**config.mk**
```make
export PLATFORM = sky130hd
export DESIGN_NAME = synth_divider_top
export DESIGN_NICKNAME = d
export VERILOG_FILES = /design/src/pkg/synth_pkg.sv /design/src/hw/ref_divider.sv /design/src/hw/sigma_delta_mod.sv /design/src/hw/synth_divider_top.sv
export SDC_FILE = /design/constraint.sdc
export NUM_CORES = 1
export LEC_CHECK = 0
export ABC_CLOCK_PERIOD_IN_PS = 21500
export BUFFER_PORTS_ARGS = -buffer_cell sky130_fd_sc_hd__buf_4
export CAP_MARGIN = 0
export CELL_PAD_IN_SITES_DETAIL_PLACEMENT = 0
export CELL_PAD_IN_SITES_GLOBAL_PLACEMENT = 1
export CORE_UTILIZATION = 44
export CTS_CLUSTER_SIZE = 25
export DETAILED_ROUTE_END_ITERATION = 16
export PLACE_DENSITY_LB_ADDON = 0.05
export SLEW_MARGIN = 10
export SYNTH_ARGS = -nofsm -noshare
export SYNTH_HDL_FRONTEND = slang
export SYNTH_SLANG_ARGS = --single-unit
```
**constraint.sdc**
```tcl
create_clock -name clock_i -period 21.5 [get_ports clock_i]
set_clock_uncertainty 0.1 [all_clocks]
set_input_delay 2.15 -clock clock_i [delete_from_list [all_inputs] [get_ports clock_i]]
set_output_delay 2.15 -clock clock_i [all_outputs]
set_load 0.02 [all_outputs]
```
**src/pkg/synth_pkg.sv**
```systemverilog
package synth_pkg;
	// register byte offsets
	localparam int          ADDR_W       = 5;
	localparam logic [4:0]  OFF_FRACTION_WORD_INT = 5'h00;
	localparam logic [4:0]  OFF_MOD_R    = 5'h04;
	localparam logic [4:0]  OFF_CTRL     = 5'h08;
	localparam logic [4:0]  OFF_STATUS   = 5'h0c;
	// programming word layout
	localparam int          WORD_W       = 24;
	localparam int          FRACTION_WORD_LSB     = 3;
	localparam int          FRACTION_WORD_W       = 12;
	localparam int          INT_LSB      = 15;
	localparam int          INT_W        = 8;
	localparam int          MOD_LSB      = 3;
	localparam int          MOD_W        = 12;
	localparam int          RDIV_LSB     = 15;
	localparam int          RDIV_W       = 4;
	localparam int          DBL_BIT      = 19;
	localparam int          PRESC_BIT    = 20;
	localparam int          HALF_BIT     = 22;
	localparam int          CPADJ_BIT    = 23;
	localparam logic [2:0]  CODE_FRACTION_WORD_INT = 3'h0;
	localparam logic [2:0]  CODE_MOD_R    = 3'h1;
	// control and status layout
	localparam int          CTRL_PD_BIT  = 0;
	localparam int          CTRL_TMR_LSB = 4;
	localparam int          TMR_W        = 10;
	localparam int          ST_FL_LSB    = 8;
	localparam int          ST_ERR_BIT   = 12;
	// reset values
	localparam logic [23:0] FREQ_RST     = 24'h0b8000;
	localparam logic [23:0] MOD_R_RST    = 24'h008008;
	localparam logic [31:0] CTRL_RST     = 32'h00000100;
	// divider limits and fast lock figures
	localparam logic [7:0]  N_MIN        = 8'h17;
	localparam logic [7:0]  N_MAX        = 8'hff;
	localparam logic [3:0]  PRESC_LO     = 4'h4;
	localparam logic [3:0]  PRESC_HI     = 4'h8;
	localparam logic [1:0]  TICK_LAST    = 2'h3;
	localparam logic [6:0]  CELLS_ALL    = 7'h40;
	localparam logic [6:0]  CELLS_ONE    = 7'h01;
	localparam int          CELLS_N      = 64;

	typedef enum logic [1:0] {
		FL_NORMAL = 2'b00,
		FL_WIDE   = 2'b01,
		FL_STEP   = 2'b10
	} fast_lock_e;

	typedef struct packed {
		logic [INT_W-1:0]  int_word;
		logic [FRACTION_WORD_W-1:0] fraction_word;
	} freq_cfg_s;

	typedef struct packed {
		logic              cp_adj;
		logic              half_en;
		logic              presc_89;
		logic              doubler_en;
		logic [RDIV_W-1:0] r_div;
		logic [MOD_W-1:0]  modulus_word;
	} ref_cfg_s;
endpackage : synth_pkg
```
**src/hw/ref_divider.sv**
```systemverilog
`timescale 1ns/100ps
module ref_divider (
	input  wire logic                        clock_i,
	input  wire logic                        reset_n_i,
	input  wire logic                        enable_i,
	input  wire logic                        ref_i,
	input  wire logic                        doubler_en_i,
	input  wire logic                        half_en_i,
	input  wire logic [synth_pkg::RDIV_W-1:0] r_div_i,
	output logic                             level_o,
	output logic                             rise_o,
	output logic                             fall_o
);
	logic                        ref_d;
	logic                        next_ref_d;
	logic [synth_pkg::RDIV_W-1:0] cnt;
	logic [synth_pkg::RDIV_W-1:0] next_cnt;
	logic                        level;
	logic                        next_level;
	logic                        evt;
	logic                        wrap;
	logic [synth_pkg::RDIV_W-1:0] r_last;

	always_comb begin
		next_ref_d = ref_i;
		// doubler counts both input edges
		evt        = enable_i & (doubler_en_i ? (ref_i ^ ref_d) : (ref_i & ~ref_d));
		r_last     = (r_div_i == 4'h0) ? 4'h0 : r_div_i - 4'h1;
		wrap       = evt & (cnt >= r_last);
		next_cnt   = cnt;
		next_level = level;
		if (evt) begin
			next_cnt = wrap ? 4'h0 : cnt + 4'h1;
		end
		if (half_en_i) begin
			if (wrap) begin
				next_level = ~level;
			end
		end else begin
			next_level = wrap;
		end
		if (!enable_i) begin
			next_level = 1'b0;
		end
	end

	always_ff @(posedge clock_i or negedge reset_n_i) begin
		if (!reset_n_i) begin
			ref_d <= 1'b0;
			cnt   <= 4'h0;
			level <= 1'b0;
		end else begin
			ref_d <= next_ref_d;
			cnt   <= next_cnt;
			level <= next_level;
		end
	end

	assign level_o = level;
	assign rise_o  = next_level & ~level;
	assign fall_o  = ~next_level & level;
endmodule : ref_divider

```
**src/hw/sigma_delta_mod.sv**
```systemverilog
`timescale 1ns/100ps
module sigma_delta_mod (
	input  wire logic                         clock_i,
	input  wire logic                         reset_n_i,
	input  wire logic                         step_i,
	input  wire logic                         restart_i,
	input  wire logic [synth_pkg::FRACTION_WORD_W-1:0] fraction_word_i,
	input  wire logic [synth_pkg::MOD_W-1:0]  modulus_word_i,
	output logic signed [3:0]                 offset_o
);
	logic [11:0]        acc1, acc2, acc3;
	logic [11:0]        next_acc1, next_acc2, next_acc3;
	logic               c2_d, c3_d, c3_dd;
	logic               next_c2_d, next_c3_d, next_c3_dd;
	logic               c1, c2, c3;
	logic signed [3:0]  next_offset;

	// accumulate modulo the modulus word, carry on wrap
	function automatic logic [12:0] add_mod(input logic [11:0] a, input logic [11:0] b, input logic [11:0] m);
		logic [12:0] s;
		s = {1'b0, a} + {1'b0, b};
		if (s >= {1'b0, m}) begin
			add_mod = {1'b1, 12'(s - {1'b0, m})};
		end else begin
			add_mod = {1'b0, s[11:0]};
		end
	endfunction : add_mod

	always_comb begin
		{c1, next_acc1} = add_mod(acc1, fraction_word_i, modulus_word_i);
		{c2, next_acc2} = add_mod(acc2, next_acc1, modulus_word_i);
		{c3, next_acc3} = add_mod(acc3, next_acc2, modulus_word_i);
		next_c2_d  = c2;
		next_c3_d  = c3;
		next_c3_dd = c3_d;
		// mash cancellation: mean of offset is fraction_word/mod
		next_offset = 4'($signed({3'b000, c1}) + $signed({3'b000, c2}) - $signed({3'b000, c2_d})
			+ $signed({3'b000, c3}) - $signed({2'b00, c3_d, 1'b0}) + $signed({3'b000, c3_dd}));
		if (restart_i) begin
			{next_acc1, next_acc2, next_acc3} = '0;
			{next_c2_d, next_c3_d, next_c3_dd} = 3'h0;
			next_offset = 4'sh0;
		end else if (!step_i) begin
			{next_acc1, next_acc2, next_acc3} = {acc1, acc2, acc3};
			{next_c2_d, next_c3_d, next_c3_dd} = {c2_d, c3_d, c3_dd};
			next_offset = offset_o;
		end
	end

	always_ff @(posedge clock_i or negedge reset_n_i) begin
		if (!reset_n_i) begin
			{acc1, acc2, acc3}   <= '0;
			{c2_d, c3_d, c3_dd}  <= 3'h0;
			offset_o             <= 4'sh0;
		end else begin
			{acc1, acc2, acc3}   <= {next_acc1, next_acc2, next_acc3};
			{c2_d, c3_d, c3_dd}  <= {next_c2_d, next_c3_d, next_c3_dd};
			offset_o             <= next_offset;
		end
	end
endmodule : sigma_delta_mod

```
**src/hw/synth_divider_top.sv**
```systemverilog
`timescale 1ns/100ps
// Function
// - reference, optionally doubled, divided by programmable 4-bit divider
// - optional toggle stage halves divider output, giving equal high and low
// - fast-lock timer clock from falling detector reference edge; detector uses rising
// - optional doubler before divider, ratios span 0.5 to 30
// - prescaler selectable 4/5 or 8/9; software picks 8/9 above 80
// - integer divide from 23 to 255, integer and fraction in one programming word
// - third-order sigma-delta varies divide value around integer plus fraction
// - mean divide is integer plus fraction over modulus
// - detector up/down width difference follows phase difference
// - lagging feedback gives net up, leading gives net down
// - all 64 pump cells in fast lock wide phase, halved each tick down to one in step phase, one cell otherwise
// - power-down opens both series reference switches, closes shunt switch
// - fast-lock timers tick at quarter detector reference rate
// - fraction word 12 bits, held with integer word in one register
// - serial words shifted msb first on rising serial clock into 24 bits
module synth_divider_top (
	input  wire logic                         clock_i,
	input  wire logic                         reset_n_i,
	input  wire logic [synth_pkg::ADDR_W-1:0] avs_address_i,
	input  wire logic                         avs_read_i,
	input  wire logic                         avs_write_i,
	input  wire logic [31:0]                  avs_writedata_i,
	input  wire logic [3:0]                   avs_byteenable_i,
	output logic      [31:0]                  avs_readdata_o,
	output logic                              avs_waitrequest_o,
	input  wire logic                         ref_in_i,
	input  wire logic                         vco_in_i,
	input  wire logic                         serial_clk_i,
	input  wire logic                         serial_data_i,
	input  wire logic                         load_enable_i,
	output logic                              up_o,
	output logic                              down_o,
	output logic      [63:0]                  cp_cell_select_o,
	output logic                              fast_lock_o,
	output logic                              detector_ref_o,
	output logic                              feedback_div_o,
	output logic                              ref_input_switch_a_o,
	output logic                              ref_input_switch_b_o,
	output logic                              ref_input_shunt_switch_o
);
	// pin synchronisers: ref, vco, sclk, sdata, le
	logic [4:0] sync1;
	logic [4:0] sync2;
	logic       ref_s, vco_s, sclk_s, sdata_s, le_s;

	always_ff @(posedge clock_i or negedge reset_n_i) begin
		if (!reset_n_i) begin
			sync1 <= 5'h00;
			sync2 <= 5'h00;
		end else begin
			sync1 <= {load_enable_i, serial_data_i, serial_clk_i, vco_in_i, ref_in_i};
			sync2 <= sync1;
		end
	end
	assign {le_s, sdata_s, sclk_s, vco_s, ref_s} = sync2;

	// byte-lane merge for bus writes
	function automatic logic [31:0] merge(input logic [31:0] old, input logic [31:0] nw, input logic [3:0] be);
		merge = old;
		for (int i = 0; i < 4; i++) begin
			if (be[i]) begin
				merge[8*i +: 8] = nw[8*i +: 8];
			end
		end
	endfunction : merge

	function automatic logic [63:0] thermo(input logic [6:0] n);
		for (int i = 0; i < synth_pkg::CELLS_N; i++) begin
			thermo[i] = (7'(i) < n);
		end
	endfunction : thermo

	// programming words, control, serial loader
	logic [23:0] freq_word, next_freq_word;
	logic [23:0] mod_word, next_mod_word;
	logic [31:0] ctrl, next_ctrl;
	logic [23:0] shift_reg, next_shift_reg;
	logic        sclk_d, le_d, next_sclk_d, next_le_d;
	logic        freq_load, mod_load, next_freq_load, next_mod_load;

	always_comb begin
		next_freq_word = freq_word;
		next_mod_word  = mod_word;
		next_ctrl      = ctrl;
		next_shift_reg = shift_reg;
		next_sclk_d    = sclk_s;
		next_le_d      = le_s;
		next_freq_load = 1'b0;
		next_mod_load  = 1'b0;
		if (sclk_s & ~sclk_d) begin
			next_shift_reg = {shift_reg[22:0], sdata_s};
		end
		if (le_s & ~le_d) begin
			case (shift_reg[2:0])
				synth_pkg::CODE_FRACTION_WORD_INT: begin
					next_freq_word = shift_reg;
					next_freq_load = 1'b1;
				end
				synth_pkg::CODE_MOD_R: begin
					next_mod_word = shift_reg;
					next_mod_load = 1'b1;
				end
				default: ;
			endcase
		end
		// bus write wins over a serial load in the same cycle
		if (avs_write_i && !avs_waitrequest_o) begin
			case (avs_address_i)
				synth_pkg::OFF_FRACTION_WORD_INT: begin
					next_freq_word = 24'(merge({8'h00, freq_word}, avs_writedata_i, avs_byteenable_i));
					next_freq_load = 1'b1;
				end
				synth_pkg::OFF_MOD_R: begin
					next_mod_word = 24'(merge({8'h00, mod_word}, avs_writedata_i, avs_byteenable_i));
					next_mod_load = 1'b1;
				end
				synth_pkg::OFF_CTRL: begin
					next_ctrl = merge(ctrl, avs_writedata_i, avs_byteenable_i);
				end
				default: ;
			endcase
		end
	end

	always_ff @(posedge clock_i or negedge reset_n_i) begin
		if (!reset_n_i) begin
			freq_word <= synth_pkg::FREQ_RST;
			mod_word  <= synth_pkg::MOD_R_RST;
			ctrl      <= synth_pkg::CTRL_RST;
			shift_reg <= 24'h000000;
			sclk_d    <= 1'b0;
			le_d      <= 1'b0;
			freq_load <= 1'b0;
			mod_load  <= 1'b0;
		end else begin
			freq_word <= next_freq_word;
			mod_word  <= next_mod_word;
			ctrl      <= next_ctrl;
			shift_reg <= next_shift_reg;
			sclk_d    <= next_sclk_d;
			le_d      <= next_le_d;
			freq_load <= next_freq_load;
			mod_load  <= next_mod_load;
		end
	end

	synth_pkg::freq_cfg_s fcfg;
	synth_pkg::ref_cfg_s  rcfg;
	logic                 power_down;
	logic [9:0]           icp_timeout;

	assign fcfg.int_word      = freq_word[synth_pkg::INT_LSB +: synth_pkg::INT_W];
	assign fcfg.fraction_word = freq_word[synth_pkg::FRACTION_WORD_LSB +: synth_pkg::FRACTION_WORD_W];
	assign rcfg.cp_adj        = mod_word[synth_pkg::CPADJ_BIT];
	assign rcfg.half_en       = mod_word[synth_pkg::HALF_BIT];
	assign rcfg.presc_89      = mod_word[synth_pkg::PRESC_BIT];
	assign rcfg.doubler_en    = mod_word[synth_pkg::DBL_BIT];
	assign rcfg.r_div         = mod_word[synth_pkg::RDIV_LSB +: synth_pkg::RDIV_W];
	assign rcfg.modulus_word  = mod_word[synth_pkg::MOD_LSB +: synth_pkg::MOD_W];
	assign power_down         = ctrl[synth_pkg::CTRL_PD_BIT];
	assign icp_timeout        = ctrl[synth_pkg::CTRL_TMR_LSB +: synth_pkg::TMR_W];

	// reference path
	logic pfd_level, pfd_rise, pfd_fall;

	ref_divider u_ref_divider (
		.clock_i      (clock_i),
		.reset_n_i    (reset_n_i),
		.enable_i     (~power_down),
		.ref_i        (ref_s),
		.doubler_en_i (rcfg.doubler_en),
		.half_en_i    (rcfg.half_en),
		.r_div_i      (rcfg.r_div),
		.level_o      (pfd_level),
		.rise_o       (pfd_rise),
		.fall_o       (pfd_fall)
	);

	// feedback path: dual-modulus prescaler and counter
	logic              vco_d, next_vco_d;
	logic [3:0]        psc_cnt, next_psc_cnt;
	logic [7:0]        a_cnt, next_a_cnt;
	logic [7:0]        b_cnt, next_b_cnt;
	logic [7:0]        n_a, next_n_a;
	logic [7:0]        n_b, next_n_b;
	logic              fb_pulse, next_fb_pulse;
	logic              int_err, next_int_err;
	logic signed [3:0] sdm_offset;
	logic [9:0]        n_raw;
	logic [7:0]        n_new;
	logic [3:0]        psc_len;
	logic              vco_rise;

	sigma_delta_mod u_sigma_delta_mod (
		.clock_i         (clock_i),
		.reset_n_i       (reset_n_i),
		.step_i          (fb_pulse),
		.restart_i       (freq_load | mod_load),
		.fraction_word_i (fcfg.fraction_word),
		.modulus_word_i  (rcfg.modulus_word),
		.offset_o        (sdm_offset)
	);

	always_comb begin
		n_raw        = {2'b00, fcfg.int_word} + {{6{sdm_offset[3]}}, sdm_offset};
		next_int_err = freq_load ? 1'b0 : int_err;
		n_new        = n_raw[7:0];
		if (n_raw[9] || n_raw[7:0] < synth_pkg::N_MIN) begin
			n_new = synth_pkg::N_MIN;
		end else if (n_raw[8]) begin
			n_new = synth_pkg::N_MAX;
		end
		next_vco_d    = vco_s;
		vco_rise      = vco_s & ~vco_d & ~power_down;
		psc_len       = (rcfg.presc_89 ? synth_pkg::PRESC_HI : synth_pkg::PRESC_LO)
			+ {3'h0, (a_cnt < n_a)};
		next_psc_cnt  = psc_cnt;
		next_a_cnt    = a_cnt;
		next_b_cnt    = b_cnt;
		next_n_a      = n_a;
		next_n_b      = n_b;
		next_fb_pulse = 1'b0;
		if (vco_rise) begin
			if (psc_cnt >= psc_len - 4'h1) begin
				next_psc_cnt = 4'h0;
				next_a_cnt   = a_cnt + 8'h01;
				if (b_cnt >= n_b - 8'h01) begin
					// end of feedback cycle: take the next modulator value
					next_b_cnt    = 8'h00;
					next_a_cnt    = 8'h00;
					next_fb_pulse = 1'b1;
					// sticky; a clamp in the clearing cycle still sets it
					next_int_err  = next_int_err | (n_new != n_raw[7:0]) | (n_raw[9:8] != 2'b00);
					next_n_a      = rcfg.presc_89 ? {5'h00, n_new[2:0]} : {6'h00, n_new[1:0]};
					next_n_b      = rcfg.presc_89 ? {3'h0, n_new[7:3]} : {2'h0, n_new[7:2]};
				end else begin
					next_b_cnt = b_cnt + 8'h01;
				end
			end else begin
				next_psc_cnt = psc_cnt + 4'h1;
			end
		end
	end

	always_ff @(posedge clock_i or negedge reset_n_i) begin
		if (!reset_n_i) begin
			vco_d    <= 1'b0;
			psc_cnt  <= 4'h0;
			a_cnt    <= 8'h00;
			b_cnt    <= 8'h00;
			n_a      <= 8'h03;
			n_b      <= 8'h05;
			fb_pulse <= 1'b0;
			int_err  <= 1'b0;
		end else begin
			vco_d    <= next_vco_d;
			psc_cnt  <= next_psc_cnt;
			a_cnt    <= next_a_cnt;
			b_cnt    <= next_b_cnt;
			n_a      <= next_n_a;
			n_b      <= next_n_b;
			fb_pulse <= next_fb_pulse;
			int_err  <= next_int_err;
		end
	end

	// fast lock timing and pump cell selection
	synth_pkg::fast_lock_e fl_state, next_fl_state;
	logic [9:0]            tmr_cnt, next_tmr_cnt;
	logic [6:0]            cells, next_cells;
	logic [1:0]            tick_div, next_tick_div;
	logic                  tick;

	always_comb begin
		tick          = pfd_fall & (tick_div == synth_pkg::TICK_LAST);
		next_tick_div = pfd_fall ? tick_div + 2'h1 : tick_div;
		next_fl_state = fl_state;
		next_tmr_cnt  = tmr_cnt;
		next_cells    = cells;
		if (freq_load) begin
			next_fl_state = synth_pkg::FL_WIDE;
			next_tmr_cnt  = icp_timeout;
			next_cells    = synth_pkg::CELLS_ALL;
		end else begin
			case (fl_state)
				synth_pkg::FL_WIDE: begin
					if (tick) begin
						if (tmr_cnt == 10'h000) begin
							next_fl_state = synth_pkg::FL_STEP;
						end else begin
							next_tmr_cnt = tmr_cnt - 10'h001;
						end
					end
				end
				synth_pkg::FL_STEP: begin
					if (tick) begin
						next_cells = cells >> 1;
						if (cells <= 7'h02) begin
							next_fl_state = synth_pkg::FL_NORMAL;
						end
					end
				end
				synth_pkg::FL_NORMAL: next_cells = synth_pkg::CELLS_ONE;
				default: begin
					next_fl_state = synth_pkg::FL_NORMAL;
					next_cells    = synth_pkg::CELLS_ONE;
				end
			endcase
		end
	end

	always_ff @(posedge clock_i or negedge reset_n_i) begin
		if (!reset_n_i) begin
			fl_state <= synth_pkg::FL_NORMAL;
			tmr_cnt  <= 10'h000;
			cells    <= synth_pkg::CELLS_ONE;
			tick_div <= 2'h0;
		end else begin
			fl_state <= next_fl_state;
			tmr_cnt  <= next_tmr_cnt;
			cells    <= next_cells;
			tick_div <= next_tick_div;
		end
	end

	// phase detector and pin outputs
	logic next_up, next_down;

	always_comb begin
		next_up   = up_o | pfd_rise;
		next_down = down_o | fb_pulse;
		if (up_o & down_o) begin
			// both set: the earlier one has held the longer
			next_up   = pfd_rise;
			next_down = fb_pulse;
		end
		if (power_down) begin
			next_up   = 1'b0;
			next_down = 1'b0;
		end
	end

	always_ff @(posedge clock_i or negedge reset_n_i) begin
		if (!reset_n_i) begin
			up_o                     <= 1'b0;
			down_o                   <= 1'b0;
			cp_cell_select_o         <= 64'h0000000000000001;
			fast_lock_o              <= 1'b0;
			detector_ref_o           <= 1'b0;
			feedback_div_o           <= 1'b0;
			ref_input_switch_a_o     <= 1'b1;
			ref_input_switch_b_o     <= 1'b1;
			ref_input_shunt_switch_o <= 1'b0;
		end else begin
			up_o                     <= next_up;
			down_o                   <= next_down;
			cp_cell_select_o         <= thermo(next_cells);
			fast_lock_o              <= (next_fl_state != synth_pkg::FL_NORMAL);
			detector_ref_o           <= pfd_level;
			feedback_div_o           <= fb_pulse;
			ref_input_switch_a_o     <= ~power_down;
			ref_input_switch_b_o     <= ~power_down;
			ref_input_shunt_switch_o <= power_down;
		end
	end

	// avalon slave: one wait cycle, then answer
	logic        next_wait;
	logic [31:0] next_rdata;
	logic [31:0] rd_mux;

	always_comb begin
		case (avs_address_i)
			synth_pkg::OFF_FRACTION_WORD_INT: rd_mux = {8'h00, freq_word};
			synth_pkg::OFF_MOD_R:    rd_mux = {8'h00, mod_word};
			synth_pkg::OFF_CTRL:     rd_mux = ctrl;
			synth_pkg::OFF_STATUS:   rd_mux = {19'h00000, int_err, 2'h0, fl_state, 1'b0, cells};
			default:                 rd_mux = 32'h00000000;
		endcase
		next_wait  = 1'b1;
		next_rdata = avs_readdata_o;
		if ((avs_read_i | avs_write_i) && avs_waitrequest_o) begin
			next_wait  = 1'b0;
			next_rdata = avs_read_i ? rd_mux : 32'h00000000;
		end
	end

	always_ff @(posedge clock_i or negedge reset_n_i) begin
		if (!reset_n_i) begin
			avs_waitrequest_o <= 1'b1;
			avs_readdata_o    <= 32'h00000000;
		end else begin
			avs_waitrequest_o <= next_wait;
			avs_readdata_o    <= next_rdata;
		end
	end
endmodule : synth_divider_top

```
==> impl_metrics.csv <==
group,metric,value,unit
synthesis,synth-async-reset-ratio,100,%
floorplan,num_rows,73,
timing,fmax,0.0732,GHz
worst_setup_path,crit_path_frequent_cell,"ha_1",
place,gp_congestion,0.848,
hold_path,holdPathStages,0,
global_routing,antenna_found_initial,1,
synthesis,synthMuxAreaShare,7.39,%
worst_setup_path,crit_arrival,14.04,ns
clock_network,clk_latency,0.57,ns
timing,finalCritPeriodShare,63.6,%
cells_and_area,layout.nets,2087,
worst_setup_path,start_kind,"register",
floorplan,die_height,203,um
synthesis,seq_area_frac_synth,45.4,%
floorplan,fp.coreArea,39800,um2
timing,holdWs,0.246,ns
cells_and_area,mostFrequentLayoutCell,"dfrtp_1",
floorplan,start_util,44.8,%
run,drv_cap,0,
synthesis,postSynthCellCount,1774,
synthesis,synth_xor_area_share,3.63,%
synthesis,syn-num-nets,1951,
timing,worst_pin_slew,1.30,ns
route,vias,13700,
clock_network,clkTransAtPathRegs,0.06,ns
synthesis,yosys.area_share.simple,13.2,%
synthesis,synth-adder-area-share,9.29,%
synthesis,ys_warn_count,0,
worst_setup_path,crit_path_max_fanout,20,
synthesis,synth_area,17800,um2
cells_and_area,drive_gt1_share,18.0,%
worst_setup_path,critPathMaxStageDelay,0.83,ns
clock_network,cts_root_buffer,"clkbuf_16",
clock_network,cts_buffers,38,
clock_network,cts_setup_buffers,0,
cells_and_area,largest_reg_flops,63,
clock_network,post_cts_resized,0,
clock_network,cts.sink_count,323,
cells_and_area,layout.cells.non_filler,2465,
route,via_per_inst,5.57,
cells_and_area,largestRegisters,"cp_cell_select_o: 63 flops, avs_readdata_o: 32 flops, ctrl: 32 flops",
worst_setup_path,r2r_cells,57,
route,antenna_left,0,
synthesis,ys_seq_elements,323,
clock_network,cts_buffer_depth,3,
route,wl,47800,um
synthesis,synth-main-ff-cell,"dfrtp_1",
synthesis,yosysUniqueCellTypes,78,
timing,final_hold_viol_count,0,
place,hpwl,35000,um
synthesis,syn_avg_cell_area,10.1,um2
global_routing,grt_pass1_vias,13500,
hold_path,hold_class,"reg -> reg",
clock_network,cts_tree,"built",
route,detail_route.wl_per_cell,19.4,um
worst_setup_path,end_kind,"register",
timing,drv_slew,0,
global_routing,grt_overflow_total,0,
timing,slew-limit-headroom,12.5,%
timing,rsz0062_at_grt,"false",
worst_setup_path,critPathKind,"reg -> reg",
clock_network,hold_buffers,0,
route,drc,0,
worst_setup_path,crit_slowest_cell,"a2111oi_0",
synthesis,synth_enable_flop_cells,0,
synthesis,synth_top_family_by_area,"compound AO/OA/AOI/OAI gates",
clock_network,h-tree-depth,2,
global_routing,grt_pass1_wl,76300,um
cells_and_area,synthToLayoutAreaGrowth,17.0,%
global_routing,globalRouteTotalUtil,23.6,%
route,first_pass_iters,5,
timing,setup_viol,0,
floorplan,pin_count,155,
route,drtIter0Drc,730,
place,portBuffers,154,
timing,finalCriticalPeriod,13.67,ns
place,placed_cells,2395,
timing,fin_setup_tns,0,ns
cells_and_area,layout_common_cells,"dfrtp_1, buf_4, nor2_1",
cells_and_area,top_register,"cp_cell_select_o",
outcome,outcome,"finished, final reports clean",
floorplan,die_area,41300,um2
synthesis,synth_compound_area_share,17.5,%
floorplan,die_x,203,um
worst_setup_path,worstPathRequired,21.88,ns
global_routing,grt_max_degree,145,
cells by family after synthesis:
family	count (synthesis)
AO/OA/AOI/OAI	482
AND/OR/NAND/NOR	500
flip-flops	323
XOR/XNOR	74
multiplexers	112
buffers and inverters	156
adder cells (fa/ha/maj)	127
cells in the mapped netlist (all sizes together) (22+ instances only):
master    n  area, um2
a21oi   101        505
nor2    163        612
mux2     72        818
a22o     48        420
clkbuf   56        211
ha      118       1480
o21ai   122        611
inv      84        315
xor2     34        298
and3     22        138
xnor2    40        350
mux2i    32        320
nor2b    27        176
o22ai    45        282
dfrtp   308       7710
nor3     32        181
nand3    30        155
a31oi    27        169
nand2   136        510
final timing paths:
| check | slack, ns | endpoint | from |
|---|---|---|---|
| worst max-delay path | 7.83 | u_sigma_delta_mod.offset_o[2] | freq_word[3] |
| worst max register to register | 7.83 | u_sigma_delta_mod.offset_o[2] | freq_word[3] |
| max in group asynchronous | 18.21 | avs_readdata_o[31] | reset_n_i |
| min in group asynchronous | 1.53 | cp_cell_select_o[14] | reset_n_i |
| worst min register to register | 0.25 | sync2[3] | sync1[3] |
| worst min-delay path | 0.25 | sync2[3] | sync1[3] |
routing by layer:
metal	part of all wire, %	up-vias	track usage, %
met2	46	305	37.2
met3	4.8	75	4.43
met1	47	6661	32.6
met5	0	-	0
li1	-	6696	-
met4	2.7	0	7.68
stage by stage:
| step | util, % | worst slack (ns) | cell area (um2) |
|---|---|---|---|
| final | 52.4 | 7.83 | 20900 |
| after global routing | 52.4 | 6.55 | 20900 |
| after CTS | 52.4 | 7.87 | 20900 |
| after detailed placement | 48.9 | 7.96 | 19500 |
| after global placement | 48.9 | 8.24 | 19500 |
| after floorplan | - | 9.40 | 17800 |
final cells by class:
cell class                      count  area [um2]
Antenna cell                        1        2.50
Clock inverter                     10         206
Inverter                           85         319
Tap cell                          525         657
Sequential cell                   323        8100
Clock buffer                       59        1180
Fill cell                        3711       18900
Multi-Input combinational cell   1295        9130
Timing Repair Buffer              167        1270
worst max-delay path, delay by kind of cell, from the launching register on:
| kind | cells | cell delay [ns] |
|---|---|---|
| AO/OA/AOI/OAI | 25 | 6.10 |
| XOR/XNOR | 3 | 0.57 |
| adder cells (fa/ha/maj) | 13 | 3.87 |
| buffers and inverters | 7 | 0.82 |
| flip-flops | 1 | 0.39 |
| multiplexers | 1 | 0.24 |
| AND/OR/NAND/NOR | 8 | 1.50 |
Power is not shown: default switching activity piles up to over one toggle a cycle in this logic, so the estimate is an artifact.
